[config.mk]
export PLATFORM = sky130hd
export DESIGN_NAME = can_id_acceptance_mask_filter
export DESIGN_NICKNAME = d
export VERILOG_FILES = /design/src/rtl/can_accept_pkg.sv /design/src/rtl/accept_if.sv /design/src/rtl/can_id_acceptance_mask_filter.sv /design/src/rtl/accept_compare.sv
export SDC_FILE = /design/constraint.sdc
export NUM_CORES = 1
export LEC_CHECK = 0
export ABC_AREA = 1
export BUFFER_PORTS_ARGS = -buffer_cell sky130_fd_sc_hd__buf_4
export CAP_MARGIN = 20
export CORE_MARGIN = 2
export CORE_UTILIZATION = 34
export CTS_BUF_LIST = sky130_fd_sc_hd__clkbuf_8
export DETAILED_ROUTE_END_ITERATION = 10
export SLEW_MARGIN = 20
export SYNTH_ARGS = -nofsm -noshare
export SYNTH_HDL_FRONTEND = slang
export SYNTH_HIERARCHICAL = 1
export SYNTH_SLANG_ARGS = --single-unit
[constraint.sdc]
create_clock -name clock -period 2.3 [get_ports clock]
set_clock_uncertainty 0.15 [all_clocks]
set_input_delay 0.23 -clock clock [delete_from_list [all_inputs] [get_ports clock]]
set_output_delay 0.23 -clock clock [all_outputs]
set_load 0.005 [all_outputs]
[src/rtl/can_accept_pkg.sv]
// Shared constants, types and functions of the CAN acceptance stage
package can_accept_pkg;

    // ***************************************************
    // Widths
    // ***************************************************
    localparam int ID_W = 29;
    localparam int STD_W = 11;
    localparam int NIB_N = 8;

    // ***************************************************
    // Reset values and per-class default patterns
    // ***************************************************
    localparam logic [ID_W-1:0] RESET_MASK = 29'h00000000;
    localparam logic [ID_W-1:0] RESET_FILTER = 29'h00000000;
    localparam logic [ID_W-1:0] DIAG_STD_FILTER = 29'h000007E8;
    localparam logic [ID_W-1:0] DIAG_STD_MASK = 29'h000007F8;
    localparam logic [ID_W-1:0] DIAG_EXT_FILTER = 29'h18DAF100;
    localparam logic [ID_W-1:0] DIAG_EXT_MASK = 29'h1FFFFF00;
    localparam logic [ID_W-1:0] HEAVY_FILTER = 29'h00000000;
    localparam logic [ID_W-1:0] HEAVY_MASK = 29'h00000000;
    localparam logic [ID_W-1:0] STD_KEEP = 29'h000007FF;

    // ***************************************************
    // Host commands and traffic classes
    // ***************************************************
    typedef enum logic [2:0] {
        CMD_NONE = 3'h0,
        ACCEPTANCE_PATTERN_LOAD_CMD = 3'h1,
        ACCEPTANCE_MASK_LOAD_CMD = 3'h2,
        RECEIVE_ID_SELECT_CMD = 3'h3,
        DEFAULTS_RESTORE_CMD = 3'h4,
        WARM_RESTART_CMD = 3'h5
    } cmd_t;

    typedef enum logic {
        CLASS_DIAG = 1'b0,
        CLASS_HEAVY = 1'b1
    } class_t;

    // ***************************************************
    // Functions
    // ***************************************************
    // Accept when no cared-for bit differs
    function automatic logic id_match(input logic [ID_W-1:0] mask,
                                      input logic [ID_W-1:0] filt,
                                      input logic [ID_W-1:0] id,
                                      input logic ext);
        logic [ID_W-1:0] span;
        span = ext ? {ID_W{1'b1}} : STD_KEEP;
        return ((mask & span & (id ^ filt)) == '0);
    endfunction : id_match

    // Zero mask nibbles where the digit is a wildcard
    function automatic logic [ID_W-1:0] wild_to_mask(input logic [NIB_N-1:0] wild);
        logic [31:0] m;
        m = '0;
        for (int i = 0; i < NIB_N; i++) begin
            m[i*4 +: 4] = wild[i] ? 4'h0 : 4'hF;
        end
        return m[ID_W-1:0];
    endfunction : wild_to_mask

endpackage : can_accept_pkg

[src/rtl/accept_if.sv]
// Link between the acceptance controller and its comparator
`timescale 1ns/100ps
interface accept_if;
    logic valid;
    logic ext;
    logic [can_accept_pkg::ID_W-1:0] id;
    logic [can_accept_pkg::ID_W-1:0] mask;
    logic [can_accept_pkg::ID_W-1:0] filt;
    logic done;
    logic accept;

    modport requester (output valid, ext, id, mask, filt, input done, accept);
    modport comparator (input valid, ext, id, mask, filt, output done, accept);
endinterface : accept_if

[src/rtl/can_id_acceptance_mask_filter.sv]
// CAN receive acceptance stage with host-loaded mask and filter
`timescale 1ns/100ps
module can_id_acceptance_mask_filter (
    // Clock and reset
    input wire logic clock,
    input wire logic reset_n,
    // Host command port
    input wire logic cmd_valid,
    input wire can_accept_pkg::cmd_t cmd_code,
    input wire logic cmd_has_arg,
    input wire logic cmd_ext,
    input wire logic [can_accept_pkg::ID_W-1:0] cmd_value,
    input wire logic [can_accept_pkg::NIB_N-1:0] cmd_wild,
    output logic cmd_ok,
    // Traffic class setting
    input wire can_accept_pkg::class_t traffic_class,
    // Received frames
    input wire logic frame_valid,
    input wire logic frame_ext,
    input wire logic [can_accept_pkg::ID_W-1:0] frame_id,
    // Acceptance result
    output logic frame_accept,
    output logic frame_reject,
    output logic [can_accept_pkg::ID_W-1:0] frame_id_out,
    output logic frame_ext_out,
    // Status
    output logic user_filter_active
);

    typedef struct packed {
        logic [can_accept_pkg::ID_W-1:0] mask;
        logic [can_accept_pkg::ID_W-1:0] filt;
        logic pat_set;
        logic mask_set;
        logic user;
        logic ok;
        logic acc;
        logic rej;
        logic [can_accept_pkg::ID_W-1:0] id_d;
        logic ext_d;
        logic [can_accept_pkg::ID_W-1:0] id_out;
        logic ext_out;
    } top_state_t;

    top_state_t st_r;
    top_state_t st_nxt;
    logic user_on;
    logic [can_accept_pkg::ID_W-1:0] sel_mask;
    logic [can_accept_pkg::ID_W-1:0] sel_filt;
    logic [can_accept_pkg::ID_W-1:0] cmd_span;

    accept_if acc_link ();

    accept_compare u_compare (
        .clock(clock),
        .reset_n(reset_n),
        .cmp(acc_link.comparator)
    );

    // ***************************************************
    // Pattern selection
    // ***************************************************
    // Registered so the status pin comes straight from a flip-flop
    assign user_on = st_r.user;

    always_comb begin
        if (user_on) begin
            sel_mask = st_r.mask;
            sel_filt = st_r.filt;
        end else if (traffic_class == can_accept_pkg::CLASS_HEAVY) begin
            sel_mask = can_accept_pkg::HEAVY_MASK;
            sel_filt = can_accept_pkg::HEAVY_FILTER;
        end else if (frame_ext) begin
            sel_mask = can_accept_pkg::DIAG_EXT_MASK;
            sel_filt = can_accept_pkg::DIAG_EXT_FILTER;
        end else begin
            sel_mask = can_accept_pkg::DIAG_STD_MASK;
            sel_filt = can_accept_pkg::DIAG_STD_FILTER;
        end
    end

    // Standard values keep eleven bits, dropping the upper bit of their top digit
    assign cmd_span = cmd_ext ? {can_accept_pkg::ID_W{1'b1}} : can_accept_pkg::STD_KEEP;

    assign acc_link.valid = frame_valid;
    assign acc_link.ext = frame_ext;
    assign acc_link.id = frame_ext ? frame_id : (frame_id & can_accept_pkg::STD_KEEP);
    assign acc_link.mask = sel_mask;
    assign acc_link.filt = sel_filt;

    // ***************************************************
    // Command handling and result registers
    // ***************************************************
    always_comb begin
        st_nxt = st_r;
        st_nxt.ok = 1'b0;
        if (cmd_valid) begin
            case (cmd_code)
                can_accept_pkg::ACCEPTANCE_PATTERN_LOAD_CMD: begin
                    st_nxt.filt = cmd_value & cmd_span;
                    st_nxt.pat_set = 1'b1;
                    st_nxt.ok = 1'b1;
                end
                can_accept_pkg::ACCEPTANCE_MASK_LOAD_CMD: begin
                    st_nxt.mask = cmd_value & cmd_span;
                    st_nxt.mask_set = 1'b1;
                    st_nxt.ok = 1'b1;
                end
                can_accept_pkg::RECEIVE_ID_SELECT_CMD: begin
                    if (cmd_has_arg) begin
                        st_nxt.mask = can_accept_pkg::wild_to_mask(cmd_wild) & cmd_span;
                        st_nxt.filt = cmd_value & can_accept_pkg::wild_to_mask(cmd_wild)
                                      & cmd_span;
                        st_nxt.pat_set = 1'b1;
                        st_nxt.mask_set = 1'b1;
                    end else begin
                        st_nxt.mask = can_accept_pkg::RESET_MASK;
                        st_nxt.filt = can_accept_pkg::RESET_FILTER;
                        st_nxt.pat_set = 1'b0;
                        st_nxt.mask_set = 1'b0;
                    end
                    st_nxt.ok = 1'b1;
                end
                can_accept_pkg::DEFAULTS_RESTORE_CMD,
                can_accept_pkg::WARM_RESTART_CMD: begin
                    st_nxt.mask = can_accept_pkg::RESET_MASK;
                    st_nxt.filt = can_accept_pkg::RESET_FILTER;
                    st_nxt.pat_set = 1'b0;
                    st_nxt.mask_set = 1'b0;
                    st_nxt.ok = 1'b1;
                end
                default: begin
                    st_nxt.ok = 1'b0;
                end
            endcase
        end
        if (frame_valid) begin
            st_nxt.id_d = acc_link.id;
            st_nxt.ext_d = frame_ext;
        end
        st_nxt.acc = acc_link.done && acc_link.accept;
        st_nxt.rej = acc_link.done && !acc_link.accept;
        if (acc_link.done) begin
            st_nxt.id_out = st_r.id_d;
            st_nxt.ext_out = st_r.ext_d;
        end
        st_nxt.user = st_nxt.pat_set && st_nxt.mask_set;
    end

    always_ff @(posedge clock or negedge reset_n) begin
        if (!reset_n) begin
            st_r <= '0;
        end else begin
            st_r <= st_nxt;
        end
    end

    assign cmd_ok = st_r.ok;
    assign frame_accept = st_r.acc;
    assign frame_reject = st_r.rej;
    assign frame_id_out = st_r.id_out;
    assign frame_ext_out = st_r.ext_out;
    assign user_filter_active = user_on;
endmodule : can_id_acceptance_mask_filter

[src/rtl/accept_compare.sv]
// Registered mask and filter comparison of one frame identifier
`timescale 1ns/100ps
module accept_compare (
    // Clock and reset
    input wire logic clock,
    input wire logic reset_n,
    // Request and result
    accept_if.comparator cmp
);

    typedef struct packed {
        logic done;
        logic accept;
    } cmp_state_t;

    cmp_state_t st_r;
    cmp_state_t st_nxt;

    // ***************************************************
    // Comparison
    // ***************************************************
    always_comb begin
        st_nxt = st_r;
        st_nxt.done = cmp.valid;
        st_nxt.accept = cmp.valid &&
            can_accept_pkg::id_match(cmp.mask, cmp.filt, cmp.id, cmp.ext);
    end

    always_ff @(posedge clock or negedge reset_n) begin
        if (!reset_n) begin
            st_r <= '0;
        end else begin
            st_r <= st_nxt;
        end
    end

    assign cmp.done = st_r.done;
    assign cmp.accept = st_r.accept;
endmodule : accept_compare

# ---- After elaboration in Yosys (flattened, before gate mapping)
# Cells that the tools add are included.
dict set report word_totals {
  reg_bits 126
  output_inout_bits 34
}
dict set report classes {
  n_bitwise 7
  muxes 24
  eq_ne 5
  n_reduce_logical 12
}
# operator count
set op_table {}
lappend op_table {{$mux W29} 9}
lappend op_table {{$and A29 B29 Y29} 6}
lappend op_table {{$pmux W30 S3} 1}
lappend op_table {{$pmux W29 S3} 1}
lappend op_table {{$mux W60} 1}
lappend op_table {{$logic_not A29 Y1} 1}
lappend op_table {{$xor A29 B29 Y29} 1}
lappend op_table {{$mux W4} 7}
lappend op_table {{$eq A3 B2 Y1 const B} 2}
lappend op_table {{$eq A3 B3 Y1 const B} 2}
lappend op_table {{$reduce_bool A3 Y1} 2}
lappend op_table {{$reduce_or A5 Y1} 1}
lappend op_table {{$logic_and A1 B1 Y1} 4}
lappend op_table {{$reduce_and A2 Y1} 2}
lappend op_table {{$eq A3 B1 Y1 const B} 1}
lappend op_table {{$mux W1} 3}
lappend op_table {{$pmux W1 S3} 1}
lappend op_table {{$mux W2} 1}
lappend op_table {{$reduce_or A2 Y1} 1}
lappend op_table {{$logic_not A1 Y1} 1}

# ---- Longest topological paths before layout
# Gate-level depths: netlist (run 1).
dict set report logic_depth {
  ltp_word 7
  mapped_depth 15
  depth_no_buf 13
}

# ---- By module
# Netlist (run 1), hierarchy kept.
# module seq_area_each_um2 area_each_um2 cells_each n_inst
set by_module_without_submodules {}
lappend by_module_without_submodules {can_id_acceptance_mask_filter 3103.0 6177.2 819 1}
lappend by_module_without_submodules {accept_compare 50.0 878.3 197 1}

# ---- Worst setup path before layout (run 1)
# Ideal clock, no wire load.
dict set report synth_timing {
  path_kind {reg-to-reg}
  startpoint {register st_r (netlist bit user_filter_active)}
  endpoint {register u_compare.st_r (netlist bit u_compare/cmp.accept)}
  stages_incl_launch_ff 13
  slack_ns 0.436
  arrival_ns 1.642
  synth_period_minus_slack_ns 1.864
  setup_time_ns 0.071
  path_cell_list {dfrtp_1 > clkbuf_1 > nor2_1 > nand2_1 > buf_2 > buf_2 > nand2_1 > or2_2 > nand2_1 > nand4_1 > nor2_1 > nand2_1 > nor2_1}
}
# item line
set synth_rtl {}
lappend synth_rtl {{from (decl)} can_id_acceptance_mask_filter.sv:45} ;# top_state_t st_r;
lappend synth_rtl {{from (signal assigned)} can_id_acceptance_mask_filter.sv:154} ;# st_r <= st_nxt;
lappend synth_rtl {{to (signal assigned)} accept_compare.sv:33} ;# st_r <= st_nxt;
lappend synth_rtl {{to (decl)} accept_compare.sv:16} ;# cmp_state_t st_r;

==> results.py, run 1 <==
metrics = {
    "critical_path": {
        "startpoint_type": "flip-flop",
        "critPathKind": "reg -> reg",
        "arrival_ns": 2.10,
        "slowest_delay_ns": 0.40,
        "rrSetupSlack_ns": 0.40,
        "cp_cell_sequence": "nor2_1, inv_1, or2_1, nand2_1, nand2_1, nand2_1, nor2_1, nor2_1, nand2_1, nor2_1, nand2_1, nor2_1",
        "r2r_cells": 12,
        "timing.rr.start": "user_filter_active",
        "endpoint_kind": "flip-flop",
        "cp_max_fo": 11,
        "rr_endpoint": "u_compare/cmp.accept",
        "required_ns": 2.50,
        "slowest_stage": "dfrtp_1",
    },
    "finish": {
        "fillCellCount": 2166,
        "postLayoutCoreUtil": 0.4364,
        "fin_nets": 1221,
        "layout-drive-gt1-share": 0.1616,
        "register_area_um2": 3153,
        "multi_input_area_um2": 2959,
        "area_growth_pct": 25.55,
        "n_antenna_cell": 0,
    },
    "floorplanning": {
        "coreArea_um2": 20300,
        "start_util": 0.3476,
        "die_h_um": 148.1,
        "rows": 52,
        "ios": 111,
        "die_w_um": 148.1,
        "die-area_um2": 21920,
    },
    "logic_synthesis": {
        "yosysMostFrequentCell": "nand2_1",
        "avgSynthCellArea_um2": 6.944,
        "synth.net_count": 1093,
        "ys_seq_area_frac": 0.4469,
        "synth_edf_count": 0,
        "synth_ff_type": "dfrtp_1",
        "ys_ff_latch": 126,
        "synthesis.area_um2": 7056,
        "synth_area_leaders": "dfrtp_1 (45%), nand2_1 (26%), inv_1 (5.9%)",
        "synthArstFlopShare": 1.000,
        "synth_common_cells": "nand2_1 (493), dfrtp_1 (126), inv_1 (111), nand3_1 (54), nor2_1 (45)",
        "syn_inst": 1016,
        "synth_cell_types": 27,
        "netlist.area_leader.share": 0.4469,
        "yosysTopAreaCell": "dfrtp_1",
        "ys_warn_count": 6,
    },
    "clock_network": {
        "clk_pin_slew_ns": 0.07,
        "clock_latency_ns": 0.44,
        "clockBufferDepth": 2,
        "ctsResizeCount": 0,
        "cts_max_level": 4,
        "clock-sinks": 126,
        "post_cts_buffers": 0,
        "cts-buffers-inserted": 17,
        "cts_tree": "built",
        "cts_root_buf": "clkbuf_8",
    },
    "grt": {
        "grt_pass1_vias": 5720,
        "grt_pass1_wl_mm": 29.20,
        "gr-total-overflow": 0,
        "antenna_found_initial": 0,
        "grt_max_degree": 52,
        "grtUsageTotal": 0.1652,
    },
    "route": {
        "firstDrtPassIters": 5,
        "wirelength_mm": 17.52,
        "wl_per_cell_um": 12.27,
        "drt_iter0_drc": 408,
        "ant_nets": 0,
        "drc": 0,
        "vias": 6110,
        "avgViaCountPerCell": 4.282,
    },
    "sta": {
        "finalSetupViolCount": 0,
        "slew_violations": 0,
        "rsz0062_at_grt": "false",
        "fmaxAchievable_mhz": 527.2,
        "fin_crit_ns": 1.897,
        "slew_headroom": 0.5458,
        "worst_pin_slew_ns": 0.6789,
        "min_period_over_period": 0.8248,
        "tns_ns": 0,
        "whs_ns": 0.04696,
        "finalHoldViolCount": 0,
    },
    "place": {
        "port_buffers": 110,
        "place.gp.congestion": 0.8233,
        "dp_hpwl_mm": 12.56,
    },
    "run": {
        "cap_violations": 0,
    },
    "power": {
        "p_leak_nw": 5.146,
        "p_int_mw": 3.825,
        "clkPwrFrac": 0.330,
        "p_sw_frac": 0.2793,
        "vdd.ir_drop.worst_mv": 0.2893,
        "pwr-share-seq": 0.482,
        "switching_power_mw": 1.482,
        "power_density_nw_per_um2": 599.1,
        "p_comb_frac": 0.188,
    },
    "worst_hold_path": {
        "min-delay-start": "cmd_wild[7]",
        "whs_endpoint": "st_r[94]",
        "min_path_type": "in -> reg",
        "whs_path_depth": 6,
    },
    "run_status": {
        "status": "complete, no violations",
    },
}
==> cell type report <==
| cell class | count | area share |
|---|---|---|
| sequential | 126 | 0.3559 |
| multi-input combinational | 694 | 0.3340 |
| timing repair buffer | 187 | 0.1805 |
| inverter | 118 | 0.05028 |
| tap | 270 | 0.03814 |
| clock buffer | 21 | 0.03263 |
| clock inverter | 11 | 0.008475 |
==> cell usage in the layout (no fill, tap or decap), types with 3 or more instances in the layout <==
cell type,synthesis,routed
clkbuf_8,0,21
o21ai_0,25,25
nand3b_1,21,21
nand2_1,493,493
clkinv_2,0,6
buf_12,0,3
inv_1,111,115
nand3_2,13,13
buf_4,35,121
nand2_2,9,9
nor2_1,45,45
dfrtp_1,126,126
nand4_1,5,5
a21oi_1,19,19
nand3_1,54,54
dlygate4sd3_1,0,63
nor2_2,3,3
inv_2,6,6
==> kinds of logic (layout without fill, tap and decap cells) <==
group / count (synthesis) / in the layout / synth area share
flip-flops: 126 / 126 / 0.4469
AND/OR/NAND/NOR: 646 / 646 / 0.3838
AO/OA/AOI/OAI: 46 / 46 / 0.03316
buffers and inverters: 196 / 337 / 0.1337
XOR/XNOR: 2 / 2 / 0.002483
==> per-stage QoR <==
step                      setup WS, ns  total power [mW]  cells  instance area, µm²
after floorplan                 0.4365             3.179   1016                7056
after global placement          0.4798             3.503   1332                7864
after detailed placement        0.4435             3.518   1332                7864
after CTS                       0.4100             5.384   1427                8859
after global routing           0.08389             5.625   1427                8859
final                           0.4030             5.307   1427                8859
==> power by group through the flow <==
stage,combinational [mW],sequential [mW],clock (mW)
2_1_floorplan,0.625,2.55,0
3_3_place_gp,0.910,2.59,0
3_5_place_dp,0.921,2.60,0
4_1_cts,1.01,2.56,1.82
5_1_grt,1.14,2.58,1.91
6_report,0.996,2.56,1.75
==> repair_timing <==
item                                   CTS  global route
setup endpoints to repair                0             0
hold buffers                            63             0
endpoints found under the hold margin  106             0
==> flip-flops by register name, indices dropped and copies added, names as in the netlist <==
| name | count |
|---|---|
| frame_accept | 1 |
| u_compare/cmp.done | 1 |
| u_compare/cmp.accept | 1 |
| cmd_ok | 1 |
| frame_ext_out | 1 |
| frame_reject | 1 |
| frame_id_out | 29 |
| user_filter_active | 1 |
| st_r | 90 |
==> worst max path at each step <==
stage / startpoint / end / slack [ns] / cells past startpoint
3_3_place_gp: user_filter_active / u_compare/cmp.accept / 0.48 / 12
6_report: user_filter_active / u_compare/cmp.accept / 0.40 / 12
4_1_cts: user_filter_active / u_compare/cmp.accept / 0.41 / 12
5_1_grt: user_filter_active / u_compare/cmp.accept / 0.08 / 12
2_1_floorplan: user_filter_active / u_compare/cmp.accept / 0.44 / 12
3_5_place_dp: user_filter_active / u_compare/cmp.accept / 0.44 / 12
==> critical path: cells and delay by family, from the launching register on <==
family	cells	cell delay, ns
buffers and inverters	1	0.10
flip-flops	1	0.40
AND/OR/NAND/NOR	11	1.17
==> per-layer routing <==
metal	up-vias	GRT usage	routed length, µm
li1	3297	-	-
met1	2657	0.2481	9116
met2	136	0.2412	7446
met3	20	0.03528	689
met4	0	0.04381	263
met5	-	0	0
Power figures use the tool's default switching activity.
==> run 2: changes to the inputs <==
==> constraint.sdc (replaced) <==
create_clock -name clock -period 1.9 [get_ports clock]
set_clock_uncertainty 0.15 [all_clocks]
set_input_delay 0.19 -clock clock [delete_from_list [all_inputs] [get_ports clock]]
set_output_delay 0.19 -clock clock [all_outputs]
set_load 0.005 [all_outputs]
==> run 2 against run 1 <==
Against the previous run:
- sequential power grew 21%
- final cell count grew 0.42%
- global-route usage grew 0.21 points
- via count is essentially flat
- cell area grew 1.6%
- sequential share of layout area shrank 0.55 points
- clock-buffer cell count shrank 2
- critical path type is now in -> reg
- largest cell class unchanged
==> results.py, run 2 (synthesized netlist as in run 1, its figures left out) <==
metrics = {
    "run_status": {
        "status": "complete, no violations",
    },
    "grt": {
        "grtUsageTotal": 0.1673,
        "antenna_found_initial": 0,
        "grt_pass1_vias": 5827,
        "gr-total-overflow": 0,
        "grt_max_degree": 70,
        "grt_pass1_wl_mm": 29.34,
    },
    "place": {
        "dp_hpwl_mm": 12.24,
        "place.gp.congestion": 0.8035,
        "dpl_cell_area_um2": 7916,
        "port_buffers": 110,
        "dp_slack_ns": 0.04325,
    },
    "clock_network": {
        "cts-buffers-inserted": 17,
        "cts_tree": "built",
        "post_cts_buffers": 0,
        "clk_pin_slew_ns": 0.08,
        "clockBufferDepth": 2,
        "cts_root_buf": "clkbuf_8",
        "clock-sinks": 126,
        "clock_latency_ns": 0.45,
        "cts_max_level": 4,
    },
    "critical_path": {
        "timing.rr.start": "user_filter_active",
        "rrSetupSlack_ns": 0.15,
        "endpoint_kind": "flip-flop",
        "arrival_ns": 2.02,
        "critPathKind": "in -> reg",
        "cp_max_fo": 21,
        "rr_endpoint": "u_compare/cmp.accept",
        "startpoint_type": "input pin",
        "r2r_cells": 12,
        "required_ns": 2.15,
    },
    "route": {
        "ant_nets": 0,
        "firstDrtPassIters": 4,
        "avgViaCountPerCell": 4.265,
        "drt_iter0_drc": 428,
        "wl_per_cell_um": 12.21,
        "vias": 6112,
        "drc": 0,
        "wirelength_mm": 17.50,
    },
    "floorplanning": {
        "ios": 111,
        "coreArea_um2": 20300,
        "die-area_um2": 21920,
        "die_h_um": 148.1,
        "rows": 52,
        "die_w_um": 148.1,
        "start_util": 0.3476,
    },
    "finish": {
        "fin_nets": 1227,
        "area_growth_pct": 27.54,
        "final_cell_area_um2": 8999,
        "postLayoutCoreUtil": 0.4433,
        "n_antenna_cell": 0,
        "largest_register_ffs": 90,
        "layout_commonest_cell": "nand2_1",
        "layout-drive-gt1-share": 0.1677,
        "final_cell_mix": "nand2_1 (493), dfrtp_1 (126), buf_4 (119)",
        "top_register": "st_r",
    },
    "run": {
        "cap_violations": 0,
    },
    "worst_hold_path": {
        "whs_endpoint": "st_r[64]",
        "min-delay-start": "cmd_code[1]",
        "min_path_type": "in -> reg",
        "whs_path_depth": 5,
    },
    "power": {
        "power_density_nw_per_um2": 741.9,
        "vdd.ir_drop.worst_mv": 0.3393,
        "p_leak_nw": 5.163,
    },
    "sta": {
        "slew_violations": 0,
        "worst_pin_slew_ns": 0.4013,
        "fin_crit_ns": 1.779,
        "finalSetupViolCount": 0,
        "min_period_over_period": 0.9361,
        "whs_ns": 0.04496,
        "slew_headroom": 0.7325,
        "fmaxAchievable_mhz": 562.2,
        "setup_ws_ns": 0.1213,
        "finalHoldViolCount": 0,
        "rsz0062_at_grt": "true",
    },
}
[run 2: repair_timing]
| action | 4_1_cts | 5_1_grt |
|---|---|---|
| hold endpoints to repair | 206 | 0 |
| endpoints found under the setup margin | 0 | 2 |
| hold buffers | 67 | 0 |
| resized for setup | 0 | 3 |
[run 2: power breakdown]
part	switching, mW	internal (mW)	leakage, nW
Clock	1.13	1.23	0.186
Combinational	0.662	0.567	3.36
Sequential	0.146	2.94	1.61
[run 2: layout make-up]
type | instances | area [µm²]
fillers | 2168 | 11300
well taps | 270 | 337.8
multi-input cells | 694 | 2964
flip-flops and latches | 126 | 3153
inverters | 118 | 445.4
clock inverters | 13 | 141.4
repair buffers | 193 | 1695
clock buffers | 19 | 261.5
[run 2: metal layers]
layer / share of wire / up-vias / wire (µm) / GRT usage
met4: 0.013 / 0 / 235 / 0.05333
met5: 0 / - / 0 / 0
met3: 0.040 / 17 / 708 / 0.03620
met1: 0.53 / 2669 / 9259 / 0.2481
li1: - / 3299 / - / -
met2: 0.42 / 127 / 7301 / 0.2431
[run 2: metrics by stage]
stage / power (mW) / instances / TNS (ns)
after detailed placement: 4.268 / 1334 / 0
after global routing: 7.060 / 1433 / -0.004699
after global placement: 4.250 / 1334 / 0
after CTS: 6.759 / 1433 / 0
after floorplan: 3.848 / 1016 / 0
final: 6.676 / 1433 / 0
[run 2: worst max-delay path: stages]
cell and delay [ns]:
dlygate4sd3_1 0.54, buf_6 0.19, inv_1 0.11, nor2_1 0.10, nand3_1 0.12, nand2_1 0.09, nand3_1 0.06, dlygate4sd3_1 0.56
nand2_1 0.06
[run 2: worst max path at each step]
stage	to	cells past startpoint	startpoint	slack, ns
floorplan	u_compare/cmp.accept	12	user_filter_active	0.04
global placement	u_compare/cmp.accept	12	user_filter_active	0.10
detailed placement	u_compare/cmp.accept	12	user_filter_active	0.04
CTS	u_compare/cmp.accept	12	user_filter_active	0.03
global route	u_compare/cmp.accept	12	user_filter_active	-0.005
finish	st_r[94]	9	cmd_ext	0.12
==> run 3: changes to the inputs <==
--- a/config.mk
+++ b/config.mk
@@ -12,6 +12,7 @@
 export CORE_UTILIZATION = 34
 export CTS_BUF_LIST = sky130_fd_sc_hd__clkbuf_8
 export DETAILED_ROUTE_END_ITERATION = 10
+export RECOVER_POWER = 25
 export SLEW_MARGIN = 20
 export SYNTH_ARGS = -nofsm -noshare
 export SYNTH_HDL_FRONTEND = slang
==> run 3 against run 2 <==
Against the previous run:
- critical path depth stayed put
- global-route usage stayed put
- register-to-register slack hardly changed
- cell area is 0.32% lower
- first-iteration DRC count is 4.7% lower
- largest power group unchanged
==> results.py, run 3 (synthesized netlist as in run 1, its figures left out) <==
metrics = {
    "finish": {
        "area_growth_pct": 27.13,
        "final_cell_mix": "nand2_1 (493), dfrtp_1 (126), buf_4 (118)",
        "layout-drive-gt1-share": 0.1668,
        "final_cell_area_um2": 8970,
        "largest_register_ffs": 90,
        "layout_commonest_cell": "nand2_1",
        "fillCellCount": 2174,
        "fin_nets": 1227,
        "top_register": "st_r",
        "postLayoutCoreUtil": 0.4419,
        "n_antenna_cell": 0,
    },
    "clock_network": {
        "cts_root_buf": "clkbuf_8",
        "post_cts_buffers": 0,
        "cts_max_level": 4,
        "clk_pin_slew_ns": 0.08,
        "clockBufferDepth": 2,
        "clock_latency_ns": 0.45,
        "clock-sinks": 126,
        "cts-buffers-inserted": 17,
        "cts_tree": "built",
    },
    "route": {
        "wl_per_cell_um": 12.20,
        "avgViaCountPerCell": 4.283,
        "drt_iter0_drc": 408,
        "wirelength_mm": 17.48,
        "vias": 6138,
        "ant_nets": 0,
        "firstDrtPassIters": 5,
        "drc": 0,
    },
    "critical_path": {
        "rrSetupSlack_ns": 0.15,
        "startpoint": "cmd_ext",
        "timing.rr.start": "user_filter_active",
        "endpoint_kind": "flip-flop",
        "rr_endpoint": "u_compare/cmp.accept",
        "critPathCapture": "st_r[94]",
        "cp_max_fo": 21,
        "arrival_ns": 2.02,
        "r2r_cells": 12,
        "startpoint_type": "input pin",
        "required_ns": 2.15,
        "critPathKind": "in -> reg",
    },
    "worst_hold_path": {
        "min_path_type": "in -> reg",
    },
    "floorplanning": {
        "coreArea_um2": 20300,
        "die_w_um": 148.1,
        "start_util": 0.3476,
        "die_h_um": 148.1,
        "rows": 52,
        "ios": 111,
        "die-area_um2": 21920,
    },
    "run": {
        "cap_violations": 0,
    },
    "sta": {
        "finalSetupViolCount": 0,
        "finalHoldViolCount": 0,
        "rsz0062_at_grt": "true",
        "slew_violations": 0,
        "slew_headroom": 0.3386,
        "tns_ns": 0,
        "worst_pin_slew_ns": 0.9920,
        "fmaxAchievable_mhz": 564.1,
        "fin_crit_ns": 1.773,
        "min_period_over_period": 0.9330,
    },
    "place": {
        "dp_hpwl_mm": 12.24,
        "place.gp.congestion": 0.8035,
        "dpl_cell_area_um2": 7916,
        "port_buffers": 110,
    },
    "power": {
        "p_leak_nw": 5.149,
        "power_density_nw_per_um2": 743.7,
        "vdd.ir_drop.worst_mv": 0.3436,
    },
    "grt": {
        "antenna_found_initial": 0,
        "grt_max_degree": 70,
        "gr-total-overflow": 0,
        "grtUsageTotal": 0.1673,
        "grt_pass1_wl_mm": 29.34,
        "grt_pass1_vias": 5827,
    },
    "run_status": {
        "status": "complete, no violations",
    },
}
[run 3: changes by cell type in the layout (fill, tap and decap cells not counted), sizes merged]
cell    delta
buf        -3
clkbuf     +3
[run 3: worst min-delay path by stage]
stage               slack (ns)        to         from  cells after the start
floorplan                -0.26    cmd_ok      reset_n                      0
global placement          0.07  st_r[66]      reset_n                      2
detailed placement        0.08  st_r[66]      reset_n                      2
CTS                       0.02  st_r[64]  cmd_code[1]                      5
global route              0.05  st_r[64]  cmd_code[0]                      6
finish                    0.04  st_r[64]  cmd_code[1]                      5
[run 3: area by class of cell]
| type | instances | area [µm²] | area share |
|---|---|---|---|
| well taps | 270 | 337.8 | 0.03766 |
| inverters | 118 | 445.4 | 0.04966 |
| flip-flops and latches | 126 | 3153 | 0.3515 |
| multi-input cells | 694 | 2964 | 0.3305 |
| repair buffers | 193 | 1667 | 0.1858 |
| clock inverters | 13 | 141.4 | 0.01576 |
| clock buffers | 19 | 261.5 | 0.02915 |
[run 3: power breakdown]
part / switching, mW / internal (mW) / leakage [nW]
sequential: 0.146 / 2.94 / 1.61
clock: 1.13 / 1.23 / 0.186
combinational: 0.660 / 0.559 / 3.35
[run 3: per-layer routing]
metal,global-route usage,up-vias,routed length [µm]
met5,0,-,0
met4,0.05333,0,230
met3,0.03620,17,747
met2,0.2431,129,7399
met1,0.2481,2692,9098
li1,-,3300,-
[run 3: worst max-delay path, cell delays in order]
cell and delay (ns):
dlygate4sd3_1 0.54, buf_6 0.19, inv_1 0.11, nor2_1 0.10, nand3_1 0.12, nand2_1 0.09
nand3_1 0.06, dlygate4sd3_1 0.56, nand2_1 0.06
[run 3: timing repair]
item	4_1_cts	5_1_grt
resized for setup	0	3
hold endpoints to repair	206	0
setup endpoints to repair	0	2
hold buffers	67	0
[run 3: metrics by stage]
stage | hold slack (ns) | setup WS (ns) | total power [mW] | std cells
floorplan | -0.2556 | 0.03646 | 3.848 | 1016
global placement | 0.07097 | 0.1021 | 4.250 | 1334
detailed placement | 0.07514 | 0.04325 | 4.268 | 1334
CTS | 0.02035 | 0.03339 | 6.759 | 1433
global route | 0.05282 | -0.004699 | 7.052 | 1433
finish | 0.04239 | 0.1273 | 6.670 | 1433
